--- config.mk ---
export PLATFORM = sky130hd
export DESIGN_NAME = ptw_walker
export DESIGN_NICKNAME = d
export VERILOG_FILES = /design/src/common/ptw_pkg.sv /design/src/common/ptw_mem_if.sv /design/src/rtl/ptw_l2_decode.sv /design/src/rtl/ptw_mem_port.sv /design/src/rtl/ptw_walker.sv
export SDC_FILE = /design/constraint.sdc
export NUM_CORES = 1
export LEC_CHECK = 0
export ABC_CLOCK_PERIOD_IN_PS = 2400
export BUFFER_PORTS_ARGS = -buffer_cell sky130_fd_sc_hd__buf_2
export CORE_MARGIN = 5
export CORE_UTILIZATION = 35
export CTS_BUF_LIST = sky130_fd_sc_hd__clkbuf_16
export DETAILED_ROUTE_END_ITERATION = 8
export PLACE_DENSITY_LB_ADDON = 0.05
export SYNTH_ARGS = -nofsm -noshare
export SYNTH_HDL_FRONTEND = slang
export SYNTH_SLANG_ARGS = --single-unit
--- constraint.sdc ---
create_clock -name i_core_clk -period 2.4 [get_ports i_core_clk]
set_input_delay 0 -clock i_core_clk [delete_from_list [all_inputs] [get_ports i_core_clk]]
set_output_delay 0 -clock i_core_clk [all_outputs]
set_load 0.01 [all_outputs]
--- src/common/ptw_pkg.sv ---
package ptw_pkg;
   // first-level and second-level descriptor type codes
   localparam logic [1:0] L1_FAULT = 2'h0;
   localparam logic [1:0] L1_COARSE = 2'h1;
   localparam logic [1:0] L1_SECTION = 2'h2;
   localparam logic [1:0] L1_FINE = 2'h3;
   localparam logic [1:0] L2_FAULT = 2'h0;
   localparam logic [1:0] L2_LARGE = 2'h1;
   localparam logic [1:0] L2_SMALL = 2'h2;
   localparam logic [1:0] L2_TINY = 2'h3;
   // page sizes reported on o_page_size
   localparam logic [2:0] SZ_NONE = 3'h0;
   localparam logic [2:0] SZ_SECTION = 3'h1;
   localparam logic [2:0] SZ_LARGE = 3'h2;
   localparam logic [2:0] SZ_SMALL = 3'h3;
   localparam logic [2:0] SZ_TINY = 3'h4;
   // fault codes reported on o_fault_code
   localparam logic [3:0] FLT_NONE = 4'h0;
   localparam logic [3:0] FLT_SECTION_XLT = 4'h5;
   localparam logic [3:0] FLT_PAGE_XLT = 4'h7;
   // register offsets on the apb slave
   localparam logic [11:0] OFS_CTRL = 12'h000;
   localparam logic [11:0] OFS_TABLE_BASE = 12'h004;
   localparam logic [11:0] OFS_MVA = 12'h008;
   localparam logic [11:0] OFS_STATUS = 12'h00C;
   localparam logic [11:0] OFS_PHYS = 12'h010;
   localparam logic [11:0] OFS_ATTR = 12'h014;
   localparam logic [11:0] OFS_L1_DESC = 12'h018;
   localparam logic [11:0] OFS_L2_DESC = 12'h01C;
   localparam logic [31:0] RST_WORD = 32'h0000_0000;
   typedef enum logic [2:0] {
      ST_IDLE = 3'b000,
      ST_L1_REQ = 3'b001,
      ST_L1_WAIT = 3'b010,
      ST_L2_REQ = 3'b011,
      ST_L2_WAIT = 3'b100,
      ST_DONE = 3'b101
   } ptw_state_t;
endpackage

--- src/common/ptw_mem_if.sv ---
`timescale 1ns/10ps
`default_nettype none
interface ptw_mem_if;
   logic req;
   logic [31:0] addr;
   logic ack;
   logic [31:0] rdata;
   modport walker (output req, output addr, input ack, input rdata);
   modport port (input req, input addr, output ack, output rdata);
endinterface
`default_nettype wire

--- src/rtl/ptw_l2_decode.sv ---
`timescale 1ns/10ps
`default_nettype none
// combinational decode of a second-level descriptor
module ptw_l2_decode
   import ptw_pkg::*;
(
   input wire logic [31:0] i_desc,
   input wire logic i_from_fine,
   input wire logic [31:0] i_mva,
   output logic o_fault,
   output logic [2:0] o_size,
   output logic [31:0] o_phys,
   output logic [7:0] o_perm
);
   wire [1:0] kind = i_desc[1:0];
   // a coarse table never yields a tiny page; type 11 there is read as small
   wire is_large = (kind == L2_LARGE);
   wire is_small = (kind == L2_SMALL) | ((kind == L2_TINY) & ~i_from_fine);
   wire is_tiny = (kind == L2_TINY) & i_from_fine;
   assign o_fault = (kind == L2_FAULT);
   assign o_size = is_large ? SZ_LARGE : is_small ? SZ_SMALL : is_tiny ? SZ_TINY : SZ_NONE;
   assign o_phys = is_large ? {i_desc[31:16], i_mva[15:0]} :
                   is_small ? {i_desc[31:12], i_mva[11:0]} :
                   is_tiny ? {i_desc[31:10], i_mva[9:0]} : 32'h0000_0000;
   // tiny pages: one permission field replicated into all four slots
   assign o_perm = is_tiny ? {4{i_desc[5:4]}} : i_desc[11:4];
endmodule
`default_nettype wire

--- src/rtl/ptw_mem_port.sv ---
`timescale 1ns/10ps
`default_nettype none
// registers the memory answer so the walker sees descriptors from a flip-flop
module ptw_mem_port (
   input wire logic i_core_clk,
   input wire logic i_sys_rst,
   ptw_mem_if.port mif,
   output logic o_mem_req,
   output logic [31:0] o_mem_addr,
   input wire logic i_mem_ack,
   input wire logic [31:0] i_mem_rdata
);
   logic ack_q;
   logic [31:0] rdata_q;
   assign o_mem_req = mif.req;
   assign o_mem_addr = mif.addr;
   assign mif.ack = ack_q;
   assign mif.rdata = rdata_q;
   always_ff @(posedge i_core_clk) begin
      if (i_sys_rst) begin
         ack_q <= 1'b0;
         rdata_q <= 32'h0000_0000;
      end else begin
         ack_q <= i_mem_ack & mif.req & ~ack_q;
         if (i_mem_ack) begin
            rdata_q <= i_mem_rdata;
         end
      end
   end
endmodule
`default_nettype wire

--- src/rtl/ptw_walker.sv ---
// Local design decisions: the APB slave port and the register offsets.
`timescale 1ns/10ps
`default_nettype none
module ptw_walker
   import ptw_pkg::*;
(
   input wire logic i_core_clk,
   input wire logic i_sys_rst,
   input wire logic psel,
   input wire logic penable,
   input wire logic pwrite,
   input wire logic [11:0] paddr,
   input wire logic [31:0] pwdata,
   output logic [31:0] prdata,
   output logic pready,
   output logic pslverr,
   input wire logic i_walk_start,
   input wire logic [31:0] i_modified_virtual_address,
   output logic o_walk_busy,
   output logic o_walk_done,
   output logic o_walk_fault,
   output logic [3:0] o_fault_code,
   output logic [31:0] o_phys_addr,
   output logic [2:0] o_page_size,
   output logic [7:0] o_access_permission_field,
   output logic [3:0] o_domain,
   output logic o_cachable,
   output logic o_bufferable,
   output logic o_mem_req,
   output logic [31:0] o_mem_addr,
   input wire logic i_mem_ack,
   input wire logic [31:0] i_mem_rdata
);
   ptw_mem_if mif();
   ptw_state_t state;
   ptw_state_t next_state;
   logic [31:0] table_base_register;
   logic [31:0] modified_virtual_address;
   logic [31:0] l1_desc;
   logic [31:0] l2_desc;
   logic [31:0] phys;
   logic [2:0] size;
   logic [7:0] perm;
   logic [3:0] domain;
   logic [1:0] cb;
   logic [3:0] fault_code;
   logic done_pulse;

   ptw_mem_port u_port (
      .i_core_clk(i_core_clk),
      .i_sys_rst(i_sys_rst),
      .mif(mif),
      .o_mem_req(o_mem_req),
      .o_mem_addr(o_mem_addr),
      .i_mem_ack(i_mem_ack),
      .i_mem_rdata(i_mem_rdata)
   );

   function automatic logic [31:0] l2_addr(input logic [31:0] desc, input logic [31:0] va);
      if (desc[1:0] == L1_FINE) begin
         l2_addr = {desc[31:12], va[19:10], 2'b00};
      end else begin
         l2_addr = {desc[31:10], va[19:12], 2'b00};
      end
   endfunction

   // apb decode
   wire apb_wr = psel & penable & pwrite;
   wire apb_rd_sel = psel & ~pwrite;
   wire hit_ctrl = (paddr == OFS_CTRL);
   wire hit_base = (paddr == OFS_TABLE_BASE);
   wire hit_mva = (paddr == OFS_MVA);
   wire hit_any = hit_ctrl | hit_base | hit_mva | (paddr == OFS_STATUS) |
                  (paddr == OFS_PHYS) | (paddr == OFS_ATTR) |
                  (paddr == OFS_L1_DESC) | (paddr == OFS_L2_DESC);
   assign pready = 1'b1;
   assign pslverr = psel & penable & ~hit_any;
   wire sw_go = apb_wr & hit_ctrl & pwdata[0] & (state == ST_IDLE);

   // first-level decode
   wire [1:0] l1_kind = mif.rdata[1:0];
   wire l1_is_table = (l1_kind == L1_COARSE) | (l1_kind == L1_FINE);
   wire [31:0] l1_addr = {table_base_register[31:14], modified_virtual_address[31:20], 2'b00};
   wire [31:0] section_phys = {mif.rdata[31:20], modified_virtual_address[19:0]};

   // second-level decode
   logic l2_fault;
   logic [2:0] l2_size;
   logic [31:0] l2_phys;
   logic [7:0] l2_perm;
   ptw_l2_decode u_dec (
      .i_desc(mif.rdata),
      .i_from_fine(l1_desc[1:0] == L1_FINE),
      .i_mva(modified_virtual_address),
      .o_fault(l2_fault),
      .o_size(l2_size),
      .o_phys(l2_phys),
      .o_perm(l2_perm)
   );

   wire go = (i_walk_start | sw_go) & (state == ST_IDLE);
   wire [31:0] go_mva = i_walk_start ? i_modified_virtual_address : modified_virtual_address;

   always_comb begin
      next_state = state;
      case (state)
         ST_IDLE: begin
            if (go) begin
               next_state = ST_L1_REQ;
            end
         end
         ST_L1_REQ: next_state = ST_L1_WAIT;
         ST_L1_WAIT: begin
            if (mif.ack) begin
               // tables walk on; sections and faults finish here
               next_state = l1_is_table ? ST_L2_REQ : ST_DONE;
            end
         end
         ST_L2_REQ: next_state = ST_L2_WAIT;
         ST_L2_WAIT: begin
            if (mif.ack) begin
               next_state = ST_DONE;
            end
         end
         ST_DONE: next_state = ST_IDLE;
         default: next_state = ST_IDLE;
      endcase
   end

   // memory request held through the wait states only
   assign mif.req = (state == ST_L1_WAIT) | (state == ST_L2_WAIT);
   assign mif.addr = (state == ST_L2_WAIT) ? l2_addr(l1_desc, modified_virtual_address) : l1_addr;

   always_ff @(posedge i_core_clk) begin
      if (i_sys_rst) begin
         state <= ST_IDLE;
      end else begin
         state <= next_state;
      end
   end

   always_ff @(posedge i_core_clk) begin
      if (i_sys_rst) begin
         table_base_register <= RST_WORD;
         modified_virtual_address <= RST_WORD;
      end else begin
         if (apb_wr & hit_base) begin
            table_base_register <= pwdata;
         end
         if (go) begin
            modified_virtual_address <= go_mva;
         end else if (apb_wr & hit_mva & (state == ST_IDLE)) begin
            modified_virtual_address <= pwdata;
         end
      end
   end

   always_ff @(posedge i_core_clk) begin
      if (i_sys_rst) begin
         l1_desc <= RST_WORD;
         l2_desc <= RST_WORD;
         phys <= RST_WORD;
         size <= SZ_NONE;
         perm <= 8'h00;
         domain <= 4'h0;
         cb <= 2'h0;
         fault_code <= FLT_NONE;
      end else if (go) begin
         fault_code <= FLT_NONE;
         size <= SZ_NONE;
         phys <= RST_WORD;
      end else if ((state == ST_L1_WAIT) & mif.ack) begin
         l1_desc <= mif.rdata;
         if (l1_kind == L1_FAULT) begin
            fault_code <= FLT_SECTION_XLT;
         end else if (l1_kind == L1_SECTION) begin
            // permissions and policy are published with the address
            perm <= {4{mif.rdata[11:10]}};
            cb <= mif.rdata[3:2];
            phys <= section_phys;
            size <= SZ_SECTION;
            domain <= mif.rdata[8:5];
         end else begin
            domain <= mif.rdata[8:5];
         end
      end else if ((state == ST_L2_WAIT) & mif.ack) begin
         l2_desc <= mif.rdata;
         if (l2_fault) begin
            fault_code <= FLT_PAGE_XLT;
         end else begin
            phys <= l2_phys;
            size <= l2_size;
            perm <= l2_perm;
            cb <= mif.rdata[3:2];
         end
      end
   end

   assign done_pulse = (state == ST_DONE);
   assign o_walk_busy = (state != ST_IDLE);
   assign o_walk_done = done_pulse;
   assign o_walk_fault = done_pulse & (fault_code != FLT_NONE);
   assign o_fault_code = fault_code;
   assign o_phys_addr = phys;
   assign o_page_size = size;
   assign o_access_permission_field = perm;
   assign o_domain = domain;
   assign o_cachable = cb[1];
   assign o_bufferable = cb[0];

   // apb read mux
   always_comb begin
      prdata = 32'h0000_0000;
      if (apb_rd_sel) begin
         case (paddr)
            OFS_CTRL: prdata = {31'h0000_0000, o_walk_busy};
            OFS_TABLE_BASE: prdata = table_base_register;
            OFS_MVA: prdata = modified_virtual_address;
            OFS_STATUS: prdata = {21'h00_0000, size, fault_code, domain};
            OFS_PHYS: prdata = phys;
            OFS_ATTR: prdata = {22'h00_0000, cb, perm};
            OFS_L1_DESC: prdata = l1_desc;
            OFS_L2_DESC: prdata = l2_desc;
            default: prdata = 32'h0000_0000;
         endcase
      end
   end
endmodule
`default_nettype wire

-- Word-level counts from Yosys, hierarchy flattened
Cells that the tools add are included.
- register bits after elaboration: 217
- output and inout port bits: 123
- word-level logic and storage cells: 133
- equal/unequal tests: 25
- mux-type cells: 43
- bitwise operators: 36
- reduce and logical (&&, ||, !) cells: 16
- operator list (operator ; number):
    32-bit 2-to-1 mux ; 13
    32-bit one-hot mux with 8 select lines ; 1
    12-bit by 5-bit equality test with 1-bit output, second input constant ; 4
    8-bit 2-to-1 mux ; 6
    3-bit 2-to-1 mux ; 12
    12-bit by 4-bit equality test with 1-bit output, second input constant ; 2
    1-bit bitwise AND ; 18
    4-bit 2-to-1 mux ; 4
    3-bit one-hot mux with 5 select lines ; 1
    12-bit by 3-bit equality test with 1-bit output, second input constant ; 1
    12-bit logical NOT ; 1
    12-bit 2-to-1 mux ; 1
    2-bit inequality test, second input constant ; 6
    3-bit AND reduction ; 4
    1-bit bitwise OR ; 11
    2-bit 2-to-1 mux ; 5
    1-bit NOT ; 7
    2-bit equality test, second input constant ; 3
    3-bit by 2-bit equality test with 1-bit output, second input constant ; 2
    3-bit equality test, second input constant ; 2
    2-bit by 1-bit inequality test with 1-bit output, second input constant ; 3
    5-bit AND reduction ; 1
    2-bit AND reduction ; 2
    4-bit AND reduction ; 1
    other kinds (8) ; 9

-- Longest topological paths before layout
- depth in word-level cells: 10
- mapped depth: 8

-- By module
From an unflattened synthesis, not the netlist that was laid out.
- cell total of the unflattened synthesis: 1317
- area total of the unflattened synthesis: 11035.6 um2
- by module, submodules not included (module ; times used ; cells an instance ; area each (um2) ; seq. area each (um2)):
    ptw_walker ; 1 ; 1121 ; 9173.8 ; 3643.5
    ptw_mem_port ; 1 ; 140 ; 1446.4 ; 660.6
    ptw_l2_decode ; 1 ; 56 ; 415.4 ; 0.0

-- Worst setup path before layout
No wires, ideal clock.
- kind: register -> register
- from: reg state[1]
- to: reg size[1], in the netlist o_page_size[1]
- setup time: 0.066 ns
- data arrival time: 1.674 ns
- data required time: 2.334 ns
- slack: 0.660 ns
- stages on the path, launching flop included: 8
- buffers on the path: 2
- path through: dfxtp_1 -> nor2b_1 -> and3_1 -> o21a_1 -> clkbuf_1 -> clkbuf_1 -> nand2_1 -> a21oi_2
- longest elaborated chain between the ends: 5
- elaborated cells on any way between the ends: 15
- classes of those cells: eq/ne: 5; mux: 1; bitwise: 5; reduce/logical: 4
- ends and longest elaborated chain (what ; RTL line ; text):
    start, declared ; ptw_walker.sv:35 ; ptw_state_t state;
    start signal, assigned ; ptw_walker.sv:138 ; state <= next_state;
    3-bit logical NOT ; ptw_walker.sv:78, ptw_walker.sv:101 ;
    1-bit bitwise AND ; ptw_walker.sv:78 ; wire sw_go = apb_wr & hit_ctrl & pwdata[0] & (state == ST_IDLE);
    1-bit bitwise OR ; ptw_walker.sv:101 ; wire go = (i_walk_start | sw_go) & (state == ST_IDLE);
    1-bit bitwise AND ; ptw_walker.sv:101 ;
    2-bit OR reduction (no line) ; n/a ;
    end signal, assigned ; ptw_walker.sv:192 ; size <= l2_size;
    end, declared ; ptw_walker.sv:42 ; logic [2:0] size;
Several ways; a longest one is shown, not always the timed one.
A chain may end at the register's enable or synchronous reset.

-- Worst setup path in the final report
- from: reg state[0]
- to: reg modified_virtual_address[0]
- longest elaborated chain between the ends: 6
- elaborated cells on any way between the ends: 9
- classes of those cells: eq/ne: 1; mux: 1; bitwise: 4; reduce/logical: 3
- ends and longest elaborated chain (what ; RTL line ; text):
    3-bit logical NOT * ; ptw_walker.sv:78, ptw_walker.sv:101, ptw_walker.sv:152 ;
    1-bit bitwise AND ; ptw_walker.sv:78 ;
    1-bit bitwise OR ; ptw_walker.sv:101 ;
    1-bit bitwise AND ; ptw_walker.sv:101 ;
    2-bit inequality test (no line) / 2-bit nonzero test (equally long branches) ; n/a ;
    2-bit AND reduction (no line) ; n/a ;
    end signal, assigned ; ptw_walker.sv:151 ; modified_virtual_address <= go_mva;
    end signal, assigned ; ptw_walker.sv:153 ; modified_virtual_address <= pwdata;
    end, declared ; ptw_walker.sv:38 ; logic [31:0] modified_virtual_address;
Every way passes the cells marked *; elsewhere a longest branch is shown, timed or not.

==> results.cfg <==
[status]
status = completed

[global_route]
grt_pass1_wl_um = 64210
overflow = 0
grt.total_usage = 0.2448
antenna_found_initial = 0
grt_max_degree = 63
first_global_vias = 10392

[floorplanning]
row_count = 63
initial_core_util = 0.3537
die_h_um = 182.8
io_pins = 238
die_x_um = 182.8
die_area_mm2 = 0.03343
fp.coreArea_mm2 = 0.02956

[power]
p_per_area_mw_per_mm2 = 605.8
ir_worst_vdd_uv = 396.2
leakage_uw = 0.005746

[synth]
seq_area_frac_synth = 0.4117
syn_area_per_cell_um2 = 8.390
synthTopCellsByArea = dfxtp_1 (41%), nand2_1 (12%), a21oi_1 (5.9%), mux2_2 (5.0%), nor2_1 (4.7%)
synthCells = 1246
synth_cell_types = 58
yosys.area.top_type = dfxtp_1
yosys.area.top_type_share = 0.4117
synth-edff-count = 0
synth_common_cells = nand2_1 (328), dfxtp_1 (215), nor2_1 (132), a21oi_1 (124), clkbuf_1 (78)
syn-cell-area_mm2 = 0.01045
ys_warn_count = 0
ys_ff_latch = 215
synthArstFlopShare = 0
synth_ff_type = dfxtp_1
yosysMostFrequentCell = nand2_1

[timing]
slew_headroom = 0.2353
rsz0062_at_grt = false
skew_ns = 0.02417
finalMaxSlewViolations = 0
fmax_mhz = 440.5
finalSetupViolCount = 0
finalCriticalPeriod_ns = 2.270
worst_pin_slew_ns = 1.145
hold_viol_final = 0
min_period_over_period = 0.9458

[worst_setup_path]
end_kind = flop
path_max_fanout = 22
cp-start-kind = flop
slowest_delay_ns = 0.56
worstPathRequired_ns = 2.86
cp_slowest_cell = dlygate4sd3_1
crit_chain = nor3_2 > buf_4 > and2_1 > a31o_4 > buf_12 > nand2b_1 > a21oi_1 > dlygate4sd3_1
path_class = reg -> reg
cp.arrival_ns = 2.73

[clock_tree]
numCtsBuffers = 26
path_clk_slew_ns = 0.06
cts.sinks = 215
cts_max_level = 1
clockBufferDepth = 3
root_buffer = clkbuf_16
cts_tree = done
insertion_delay_ns = 0.54

[cells_and_area]
syn_to_final_growth_pct = 35.85
drive_gt1_frac = 0.2860
nNetsFinal = 1686
final_cell_area_mm2 = 0.01420
fin_util = 0.4804
fin_cells = 1983

[detailed_routing]
ant_nets = 0
vias = 10561
drc = 0
drtIter0Drc = 809
wl_per_cell_um = 21.51
wl_um = 42650
via_per_inst = 5.326
dr.pass1.iters = 6

[place]
gp_congestion = 0.8187
dp_hpwl_um = 28820
dpl.cell_count = 1809
post_dp_cell_area_mm2 = 0.01214
port_buffers = 233

[run]
drv_cap = 0

[min_path]
hp-class = in -> reg
-- kinds of logic (layout without fill, tap and decap cells) --
family,Yosys count,in the layout,share of synthesized area
DFF,215,215,0.4117
other,2,6,0.0007184
AOI/OAI and AO/OA,302,302,0.2248
muxes,96,96,0.1034
and+or+nand+nor,515,515,0.2029
buffers and inverters,116,459,0.05649
-- area by class of cell --
class | instances | area, um^2
Tap cell | 390 | 488.0
Multi-Input combinational cell | 917 | 5635
Clock buffer | 27 | 675.6
Inverter | 4 | 15.01
Fill cell | 2992 | 15360
Sequential cell | 215 | 4304
Antenna cell | 2 | 5.005
Clock inverter | 21 | 143.9
Timing Repair Buffer | 407 | 2934
-- what timing repair did --
item | in CTS | in global routing
endpoints found under the hold margin | 111 | 0
gates resized for setup | 0 | 1
hold buffers | 122 | 0
setup endpoints to repair | 20 | 1
buffers inserted | 2 | 0
pin swaps | 2 | 0
-- state kept, by name, summed over array words and instances, names as in the netlist, 4 cells and up --
register                   cells
o_phys_addr                   32
l2_desc                       32
o_domain                       4
table_base_register           32
modified_virtual_address      32
u_port.mif.rdata              32
o_access_permission_field      8
l1_desc                       32
-- final timing paths --
| kind | start | to | slack (ns) | cells after the start |
|---|---|---|---|---|
| min reg2reg | l2_desc[1] | l2_desc[1] | 0.45 | 2 |
| max reg2reg | state[0] | modified_virtual_address[0] | 0.13 | 8 |
| max | state[0] | modified_virtual_address[0] | 0.13 | 8 |
| min | i_walk_start | modified_virtual_address[31] | 0.04 | 3 |
-- power by group --
part | total (uW) | switching (uW) | internal [uW] | leakage (uW)
clock network | 3830 | 1600 | 2240 | 0.000438
registers | 3790 | 130 | 3660 | 0.00175
logic | 974 | 523 | 451 | 0.00356
total | 8600 | 2250 | 6350 | 0.00575
-- placed cells by master (no fill, tap or decap), drive strengths merged, types with 3 or more instances in the layout --
cell type / Yosys / routed
nand2: 328 / 328
buf: 34 / 285
dfxtp: 215 / 215
a21oi: 149 / 149
nor2: 134 / 134
dlygate4sd3: 0 / 122
mux2: 46 / 46
mux2i: 45 / 45
a311oi: 34 / 34
a22o: 32 / 32
clkbuf: 78 / 27
a222oi: 26 / 26
o21ai: 16 / 16
a211oi: 14 / 14
inv: 4 / 13
and3: 12 / 12
nor3: 12 / 12
clkinv: 0 / 10
a32oi: 6 / 6
nor2b: 6 / 6
and2: 5 / 5
mux4: 5 / 5
a32o: 4 / 4
a221oi: 4 / 4
conb: 2 / 4
nor3b: 4 / 4
nand2b: 3 / 3
a22oi: 3 / 3
-- routing by layer --
metal | GRT usage | vias to the layer above | part of all wire
li1 | - | 5021 | -
met5 | 0 | - | 0
met3 | 0.03689 | 48 | 0.062
met4 | 0.05066 | 0 | 0.018
met2 | 0.3907 | 356 | 0.45
met1 | 0.3537 | 5136 | 0.47
-- critical path, delay by kind of cell (launching register included) --
family / cells / cell delay, ns
buffers and inverters: 3 / 0.90
flip-flops: 1 / 0.50
AND/OR/NAND/NOR: 3 / 0.43
AO/OA/AOI/OAI: 2 / 0.37
-- stage by stage --
step	hold WS [ns]	total power, uW	TNS (ns)	worst slack (ns)
after floorplan	0.1405	4337	0	0.6605
after global placement	0.2351	4693	-0.8444	-0.08720
after detailed placement	0.2427	4696	-0.7828	-0.07375
after CTS	0.02667	8664	0	0.07935
after global routing	0.07670	8900	0	0.006567
final	0.04481	8602	0	0.1300
Note: power is estimated with default switching activity, not from simulation.
